==> src/acc_defs.svh <==
/*
 * Register offsets, field positions, reset values and timing counts for the
 * converter control block.
 * Assumes it is included by bare name wherever these constants are needed.
 */
`ifndef ACC_DEFS_SVH
`define ACC_DEFS_SVH

// ----------------------------------------------------------------------------
// register offsets (special function register space)
// ----------------------------------------------------------------------------
`define ACC_OFS_PRESCALER     8'hf2
`define ACC_OFS_CONTROL       8'hf3
`define ACC_OFS_RESULT_LOW    8'hf4
`define ACC_OFS_RESULT_HIGH   8'hf5
`define ACC_OFS_PIN_CONFIG    8'hf6

// ----------------------------------------------------------------------------
// control and prescaler register fields
// ----------------------------------------------------------------------------
`define ACC_BIT_QUIET         6
`define ACC_BIT_ENABLE        5
`define ACC_BIT_DONE          4
`define ACC_BIT_START         3
`define ACC_CH_HI             2
`define ACC_CH_LO             0
`define ACC_PRS_HI            4

// ----------------------------------------------------------------------------
// reset values
// ----------------------------------------------------------------------------
`define ACC_RST_BYTE          8'h00
`define ACC_RST_RESULT        10'h000

// ----------------------------------------------------------------------------
// timing
// ----------------------------------------------------------------------------
`define ACC_CONV_TICKS        4'hb
`define ACC_ZERO_DIV          7'h40
`define ACC_DIV_W             7

`endif

==> src/acc_pkg.sv <==
/*
 * Types shared by the converter control block and its helpers.
 * Assumes acc_defs.svh is on the include path.
 */
`include "acc_defs.svh"

package acc_pkg;

   // -------------------------------------------------------------------------
   // register bus access
   // -------------------------------------------------------------------------
   typedef struct packed {
      logic       wr;
      logic       rd;
      logic [7:0] addr;
      logic [7:0] wdata;
   } acc_sfr_req_t;

   // -------------------------------------------------------------------------
   // converter interface
   // -------------------------------------------------------------------------
   typedef struct packed {
      logic       powered;
      logic       sample;
      logic [2:0] channel;
   } acc_analog_ctl_t;

   typedef enum logic [1:0] {
      ACC_IDLE   = 2'b00,
      ACC_SAMPLE = 2'b01,
      ACC_CONV   = 2'b11
   } acc_state_t;

endpackage : acc_pkg

==> src/acc_tick_gen.sv <==
/*
 * Converter clock tick generator: one-cycle tick per converter clock period.
 * Assumes the prescaler value is stable during a conversion.
 */
`timescale 1ns/1ns
`include "acc_defs.svh"

module acc_tick_gen
   import acc_pkg::*;
(
   input  wire logic       clk,
   input  wire logic       reset,
   input  wire logic       run,
   input  wire logic [4:0] divider,
   input  wire logic       double_speed_mode,
   output logic            tick
);

   typedef struct packed {
      logic [`ACC_DIV_W-1:0] cnt;
      logic                  tick;
   } acc_tick_state_t;

   acc_tick_state_t s_q;
   acc_tick_state_t s_d;

   // -------------------------------------------------------------------------
   // period in peripheral clocks
   // -------------------------------------------------------------------------
   function automatic logic [`ACC_DIV_W-1:0] period(input logic [4:0] prs, input logic x2);
      if (prs == 5'h00) begin
         period = `ACC_ZERO_DIV;
      end else if (x2) begin
         period = {1'b0, prs, 1'b0};
      end else begin
         period = {prs, 2'b00};
      end
   endfunction : period

   always_comb begin
      s_d      = s_q;
      s_d.tick = 1'b0;
      if (!run) begin
         s_d.cnt = '0;
      // RULE8 prescaled divide
      // RULE17 zero means sixty-four
      end else if (s_q.cnt >= period(divider, double_speed_mode) - 7'h01) begin
         s_d.cnt  = '0;
         s_d.tick = 1'b1;
      end else begin
         s_d.cnt = s_q.cnt + 7'h01;
      end
   end

   always_ff @(posedge clk or posedge reset) begin
      if (reset) begin
         s_q <= '0;
      end else begin
         s_q <= s_d;
      end
   end

   assign tick = s_q.tick;

endmodule : acc_tick_gen

==> src/acc_sequencer.sv <==
/*
 * Conversion sequencer: one sample tick, then ten bit ticks.
 * Assumes ticks come from acc_tick_gen and the analog result is settled
 * when the last tick arrives.
 */
`timescale 1ns/1ns
`include "acc_defs.svh"

module acc_sequencer
   import acc_pkg::*;
(
   input  wire logic       clk,
   input  wire logic       reset,
   input  wire logic       launch,
   input  wire logic       tick,
   output acc_state_t      state,
   output logic            done
);

   typedef struct packed {
      acc_state_t st;
      logic [3:0] left;
      logic       done;
   } acc_seq_state_t;

   acc_seq_state_t s_q;
   acc_seq_state_t s_d;

   always_comb begin
      s_d      = s_q;
      s_d.done = 1'b0;
      unique case (s_q.st)
         ACC_IDLE: begin
            if (launch) begin
               s_d.st   = ACC_SAMPLE;
               s_d.left = `ACC_CONV_TICKS;
            end
         end
         // RULE18 eleven converter clocks
         ACC_SAMPLE, ACC_CONV: begin
            if (tick) begin
               s_d.left = s_q.left - 4'h1;
               s_d.st   = ACC_CONV;
               if (s_q.left == 4'h1) begin
                  s_d.st   = ACC_IDLE;
                  s_d.done = 1'b1;
               end
            end
         end
         default: s_d.st = ACC_IDLE;
      endcase
   end

   always_ff @(posedge clk or posedge reset) begin
      if (reset) begin
         s_q <= '{st: ACC_IDLE, left: 4'h0, done: 1'b0};
      end else begin
         s_q <= s_d;
      end
   end

   assign state = s_q.st;
   assign done  = s_q.done;

endmodule : acc_sequencer

==> src/acc_conv_ctrl.sv <==
/*
 * Conversion control for a ten-bit, eight-input converter behind special
 * function registers: pin routing, channel select, enable, start/busy,
 * end flag, quiet-core mode, prescaler and split result registers.
 * Assumes a single-cycle register port on clk, the analog result arriving
 * from a pin-side converter (synchronised here), and an interrupt
 * controller outside that owns enables and priority.
 */
// Contract
// RULE1 - pin config bits route pins to analog
// RULE2 - bit six quiets core during conversion
// RULE3 - bit five enables, clear means standby
// RULE4 - done flag set by hardware, software clears
// RULE5 - start bit starts, stays busy, self-clears
// RULE6 - bits two to zero pick channel
// RULE7 - reserved bits: software writes zeros
// RULE8 - prescaler divides by four or two times
// RULE9 - high result holds bits nine to two
// RULE10 - low result holds bits one, zero
// RULE11 - software joins high shifted plus low
// RULE12 - software masks channel before merging new
// RULE13 - standard start: start bit, quiet clear
// RULE14 - precision start: quiet and start together
// RULE15 - software enables converter and global interrupts
// RULE16 - codes zero to seven select inputs
// RULE17 - zero prescaler divides by sixty-four
// RULE18 - conversion takes eleven converter clocks
// RULE19 - start on unrouted pin does nothing
// RULE20 - restart while busy is ignored
// RULE21 - results update together at completion
`timescale 1ns/1ns
`include "acc_defs.svh"

module acc_conv_ctrl
   import acc_pkg::*;
(
   input  wire logic       clk,
   input  wire logic       reset,
   input  acc_sfr_req_t    sfr_req,
   output logic [7:0]      sfr_rdata,
   input  wire logic       double_speed_mode,
   input  wire logic [9:0] analog_result,
   output logic [7:0]      analog_pin_select,
   output logic [7:0]      selected_analog_input,
   output acc_analog_ctl_t analog_ctl,
   output logic            quiet_core,
   output logic            conv_irq_request
);

   // -------------------------------------------------------------------------
   // state
   // -------------------------------------------------------------------------
   typedef struct packed {
      logic [7:0]  pin_cfg;
      logic [4:0]  prs;
      logic        quiet;
      logic        enable;
      logic        done_flag;
      logic        busy;
      logic [2:0]  channel;
      logic [9:0]  result;
      logic [9:0]  ain_meta;
      logic [9:0]  ain_sync;
      logic        x2_meta;
      logic        x2_sync;
      logic [7:0]  rdata;
      logic [7:0]  pin_sel;
      logic [7:0]  mux_sel;
      acc_analog_ctl_t actl;
      logic        quiet_out;
   } acc_ctrl_state_t;

   acc_ctrl_state_t s_q;
   acc_ctrl_state_t s_d;

   acc_state_t seq_state;
   logic       tick;
   logic       seq_done;
   logic       launch;

   // RULE16 one-hot decode of channel code
   function automatic logic [7:0] one_hot(input logic [2:0] code);
      one_hot = 8'h01 << code;
   endfunction : one_hot

   function automatic logic hit(input acc_sfr_req_t r, input logic [7:0] ofs);
      hit = r.wr && (r.addr == ofs);
   endfunction : hit

   // -------------------------------------------------------------------------
   // helpers
   // -------------------------------------------------------------------------
   acc_tick_gen i_acc_tick_gen (
      .clk               (clk),
      .reset             (reset),
      .run               (s_q.busy),
      .divider           (s_q.prs),
      .double_speed_mode (s_q.x2_sync),
      .tick              (tick)
   );

   acc_sequencer i_acc_sequencer (
      .clk    (clk),
      .reset  (reset),
      .launch (launch),
      .tick   (tick),
      .state  (seq_state),
      .done   (seq_done)
   );

   // -------------------------------------------------------------------------
   // next state
   // -------------------------------------------------------------------------
   always_comb begin
      s_d    = s_q;
      launch = 1'b0;

      // pin-side inputs pass two flops before use
      s_d.ain_meta = analog_result;
      s_d.ain_sync = s_q.ain_meta;
      s_d.x2_meta  = double_speed_mode;
      s_d.x2_sync  = s_q.x2_meta;

      // RULE1 pin routing register
      if (hit(sfr_req, `ACC_OFS_PIN_CONFIG)) begin
         s_d.pin_cfg = sfr_req.wdata;
      end
      // RULE8 prescaler write
      if (hit(sfr_req, `ACC_OFS_PRESCALER)) begin
         s_d.prs = sfr_req.wdata[`ACC_PRS_HI:0];
      end

      if (hit(sfr_req, `ACC_OFS_CONTROL)) begin
         // RULE2 quiet mode bit
         s_d.quiet   = sfr_req.wdata[`ACC_BIT_QUIET];
         // RULE3 enable or standby
         s_d.enable  = sfr_req.wdata[`ACC_BIT_ENABLE];
         // RULE6 channel field; frozen while busy to protect the sample
         if (!s_q.busy) begin
            s_d.channel = sfr_req.wdata[`ACC_CH_HI:`ACC_CH_LO];
         end
         // RULE4 software may only clear the flag
         if (!sfr_req.wdata[`ACC_BIT_DONE]) begin
            s_d.done_flag = 1'b0;
         end
         // RULE5 start when idle
         // RULE19 channel pin must be routed
         // RULE20 ignored while busy
         if (sfr_req.wdata[`ACC_BIT_START] && !s_q.busy
             && sfr_req.wdata[`ACC_BIT_ENABLE]
             && (s_q.pin_cfg & one_hot(sfr_req.wdata[`ACC_CH_HI:`ACC_CH_LO])) != 8'h00) begin
            s_d.busy = 1'b1;
            launch   = 1'b1;
         end
      end

      // RULE5 hardware clears busy at completion
      // RULE4 set wins over a same-cycle clear
      // RULE21 both bytes latched together
      if (seq_done) begin
         s_d.busy      = 1'b0;
         s_d.done_flag = 1'b1;
         s_d.result    = s_q.ain_sync;
      end

      // RULE7 reserved bits read as zero
      // RULE9 high byte bits nine to two
      // RULE10 low byte bits one and zero
      unique case (sfr_req.addr)
         `ACC_OFS_PRESCALER:   s_d.rdata = {3'h0, s_q.prs};
         `ACC_OFS_CONTROL:     s_d.rdata = {1'b0, s_q.quiet, s_q.enable, s_q.done_flag,
                                            s_q.busy, s_q.channel};
         `ACC_OFS_RESULT_LOW:  s_d.rdata = {6'h00, s_q.result[1:0]};
         `ACC_OFS_RESULT_HIGH: s_d.rdata = s_q.result[9:2];
         `ACC_OFS_PIN_CONFIG:  s_d.rdata = s_q.pin_cfg;
         default:              s_d.rdata = `ACC_RST_BYTE;
      endcase
      if (!sfr_req.rd) begin
         s_d.rdata = `ACC_RST_BYTE;
      end

      s_d.pin_sel      = s_q.pin_cfg;
      s_d.mux_sel      = one_hot(s_q.channel) & s_q.pin_cfg;
      s_d.actl.powered = s_q.enable;
      s_d.actl.sample  = (seq_state == ACC_SAMPLE);
      s_d.actl.channel = s_q.channel;
      // RULE2 hold core only while a quiet conversion runs
      // registered busy keeps it in step with the sample output
      s_d.quiet_out    = s_q.quiet && s_q.busy;
   end

   always_ff @(posedge clk or posedge reset) begin
      if (reset) begin
         s_q <= '0;
      end else begin
         s_q <= s_d;
      end
   end

   // -------------------------------------------------------------------------
   // outputs, all from flops
   // -------------------------------------------------------------------------
   assign sfr_rdata             = s_q.rdata;
   assign analog_pin_select     = s_q.pin_sel;
   assign selected_analog_input = s_q.mux_sel;
   assign analog_ctl            = s_q.actl;
   assign quiet_core            = s_q.quiet_out;
   // RULE4 interrupt request follows the flag
   assign conv_irq_request      = s_q.done_flag;

endmodule : acc_conv_ctrl

==> config.mk <==
export PLATFORM = sky130hd
export DESIGN_NAME = acc_conv_ctrl
export DESIGN_NICKNAME = d
export VERILOG_FILES = /design/src/acc_pkg.sv /design/src/acc_tick_gen.sv /design/src/acc_sequencer.sv /design/src/acc_conv_ctrl.sv
export VERILOG_INCLUDE_DIRS = /design/src /design/src/src
export SDC_FILE = /design/constraint.sdc
export NUM_CORES = 1
export LEC_CHECK = 0
export BUFFER_PORTS_ARGS = -buffer_cell sky130_fd_sc_hd__buf_2
export CORE_ASPECT_RATIO = 2
export CORE_MARGIN = 5
export CORE_UTILIZATION = 57
export CTS_CLUSTER_SIZE = 40
export DETAILED_ROUTE_END_ITERATION = 8
export PLACE_DENSITY = 0.92
export SLEW_MARGIN = 5
export SYNTH_ARGS = -nofsm -noshare
export SYNTH_HDL_FRONTEND = slang
export SYNTH_HIERARCHICAL = 1
export SYNTH_SLANG_ARGS = --single-unit
==> constraint.sdc <==
create_clock -name clk -period 2.7 [get_ports clk]
set_input_delay 0.135 -clock clk [delete_from_list [all_inputs] [get_ports clk]]
set_output_delay 0.135 -clock clk [all_outputs]
set_load 0.05 [all_outputs]
==> results.md <==
- First-pass GRT wire length: 13400 µm
- Worst-path clk slew: ~0.070 ns
- I/O pins: 62
- Crit share post-route: 0.895
- Status: finished, final reports clean
- Main synth FF type: dfrtp_1
- Clock buffer count from CTS: 9
- Clk sink count: 97
- Peak VDD IR: 0.702 mV
- Worst Reg-to-Reg Cells: 10
- GPL Wtd Cong: about 0.91
- Area Overhead vs Synth: 13.8%
- Min cycle time layout: 2.42 ns
- DRT Pass-1 Iters: 4
- Worst EP arrival: 2.71 ns
- Share of cells above drive strength 1: 0.324
- Initial Util: 0.583
- Clock root buffer: clkbuf_16
- CP endpoint kind: register
- Die Ht: around 130 µm
- Max-cap check violation count: 0
- Synth Cell Area: 0.00421 mm²
- Clk_skew: ~0.0047 ns
- Worst Hold Path Cells: 2
- TritonCTS clock tree: built
- HPWL after DPL: a little under 6000 µm
- Die width: 70.7 µm
- YS warnings: 6
- N_diodes: 0
- # setup viols final: 0
- Initial antenna violation count: 0
- Final ANT Viol Nets: 0
- Count leader, synth: dfrtp_1
- Die area: 0.00930 mm²
- Reg-to-Reg End: i_acc_tick_gen/s_q[2]$_DFF_PP0_
- PwrDens: 699 mW/mm²
- Max Freq: 414 MHz
- Placement Rows: 44
- Skew-Pair Late Insertion Delay: 0.35 ns
- Register area share after synthesis: 0.577
- Slew Limit Fails: 0
- Unique masters post-synth: 56
- Final hold vios: 0
- WHS Endpoint: s_d[20]$_DFFE_PP0P_
- Commonest cells post-synth: 97 x dfrtp_1, 33 x buf_4, 29 x mux2_2
- Port buffer count: 61
- Post-synthesis async set-or-reset flop share: 1.00
- Syn Area/Cell: 12.8 µm²
- Worst slew pin tran: 0.667 ns
- Syn Nets: between 300 and 400
- Min-Delay Path Class: in2reg
- Routed WL: ~8000 µm
- #FFs+latches synth: slightly below 100
- GR Overflow Total: 0
- Startpoint Class: register
- Nets@finish: 413
- Fin Setup TNS: 0 ns
- Largest area contributor in the netlist: dfrtp_1
- Relative slew slack: 0.554
- DRC: 0
- R2r setup slk: approximately 0.28 ns
- Top post-synthesis cells by area: dfrtp_1 58%, mux2_2 7.8%, buf_4 5.9%, ha_1 3.0%, mux2i_1 2.1%
- Number of global-route vias before repair: approximately 2800
- CP max FO: 10
- Post-Synthesis Cells: about 330
- Hold_sp: sfr_req[6]
- DR vias: roughly 2600
- Htree depth: 3
- Final Hold Slack: 0.0346 ns
- Total GRT Usage: 0.186
- Post-synth EDFFs: 0
- Core ar.: 0.00721 mm²
- DR WL/cell: 17.0 µm
- Clock Path Buffers: 2
- Worst path required time: 2.99 ns
- DR iter-0 viols: ~180
- Worst r2r src: s_q[30]$_DFF_PP0_
- Leakage: 0.00241 µW
- Critical path class: reg2reg
- RSZ-0062 raised after global routing: no
- Drt via density: 5.52
- Synth top area share: 0.577
- Largest net degree at the start of global routing: 53
## cells by family (layout without fill, tap and decap cells)
kind of cell,after synthesis,count (layout),synth area share
compound gates,44,44,0.0762
xor+xnor,8,8,0.0167
fa+ha+maj,10,10,0.0298
buf+inv,52,101,0.0788
flops,97,97,0.577
mux,38,38,0.0991
simple gates,79,79,0.122
## worst max-delay path by stage
stage	start	endpoint	slack [ns]
after CTS	s_q[30]$_DFF_PP0_	i_acc_tick_gen/s_q[2]$_DFF_PP0_	0.20
after global routing	s_q[30]$_DFF_PP0_	i_acc_tick_gen/s_q[6]$_DFF_PP0_	0.09
after floorplan	reset	analog_ctl[0]$_DFF_PP0_	0.46
after detailed placement	s_q[30]$_DFF_PP0_	i_acc_tick_gen/s_q[2]$_DFF_PP0_	0.22
final	s_q[30]$_DFF_PP0_	i_acc_tick_gen/s_q[2]$_DFF_PP0_	0.28
after global placement	s_q[30]$_DFF_PP0_	i_acc_tick_gen/s_q[2]$_DFF_PP0_	0.36
## critical path, cell delays in order (launching register included)
cell and delay (ns):
dfrtp_2 0.48, mux2i_1 0.23, ha_1 0.23, nor2b_1 0.18
o22ai_1 0.10, a31oi_1 0.16, ha_1 0.28, a21o_2 0.23
a21oi_2 0.15, nor2b_2 0.17, and3_1 0.16
## per-layer routing
metal  vias up  part of all wire  global-route usage
met1      1234              0.35               0.198
met5         -                 0                   0
met3        32             0.068              0.0497
li1       1209                 -                   -
met2       114              0.54               0.322
met4         0             0.044               0.111
## area by class of cell
type | instances | area (µm²)
Inverter | 10 | 37.5
Timing Repair Buffer | 75 | 453
Sequential cell | 97 | 2430
Fill cell | 521 | 2430
Multi-Input combinational cell | 179 | 1450
Clock buffer | 10 | 229
Tap cell | 92 | 115
Clock inverter | 6 | 76.3
## stage by stage
stage | area, µm² | cells | utilization | worst slack, ns | power [µW]
3_3_place_gp | 4360 | 441 | 0.604 | 0.364 | 2040
3_5_place_dp | 4360 | 441 | 0.604 | 0.218 | 2060
4_1_cts | 4780 | 469 | 0.663 | 0.200 | 3360
5_1_grt | 4790 | 469 | 0.664 | 0.0913 | 3470
2_1_floorplan | 4210 | 328 | - | 0.457 | 1950
6_report | 4790 | 469 | 0.664 | 0.282 | 3340
## sequential cells by signal, indices dropped and copies added, names as in the netlist
signal                 count
analog_ctl                 5
analog_pin_select          8
conv_irq_request           1
i_acc_sequencer/done       1
i_acc_sequencer/s_q        4
i_acc_sequencer/state      2
i_acc_tick_gen/s_q         7
i_acc_tick_gen/tick        1
quiet_core                 1
s_d                       23
s_q                       28
selected_analog_input      8
sfr_rdata                  8
## layout by cell type (no fill, tap or decap), drive strengths merged, types with 10 or more instances in the layout
cell type    Yosys  routed
nand2           10      10
inv             10      12
mux2            29      29
nor2            16      16
buf             39      63
clkbuf           3      10
dlygate4sd3      0      12
dfrtp           97      97
a21oi           11      11
ha              10      10
## report_power, final
part / total [µW] / leakage [µW] / switching (µW) / internal, µW
combinational: 405 / 0.000997 / 224 / 180
sequential: 1650 / 0.00127 / 110 / 1540
clock: 1280 / 0.000149 / 552 / 732
total: 3340 / 0.00241 / 886 / 2460
## timing repair
action,4_1_cts,5_1_grt
buffers inserted,0,0
hold buffers,12,0
hold endpoints to repair,56,0
resized for setup,0,1
endpoints found under the setup margin,0,1
Note: power is estimated with default switching activity, not from simulation.
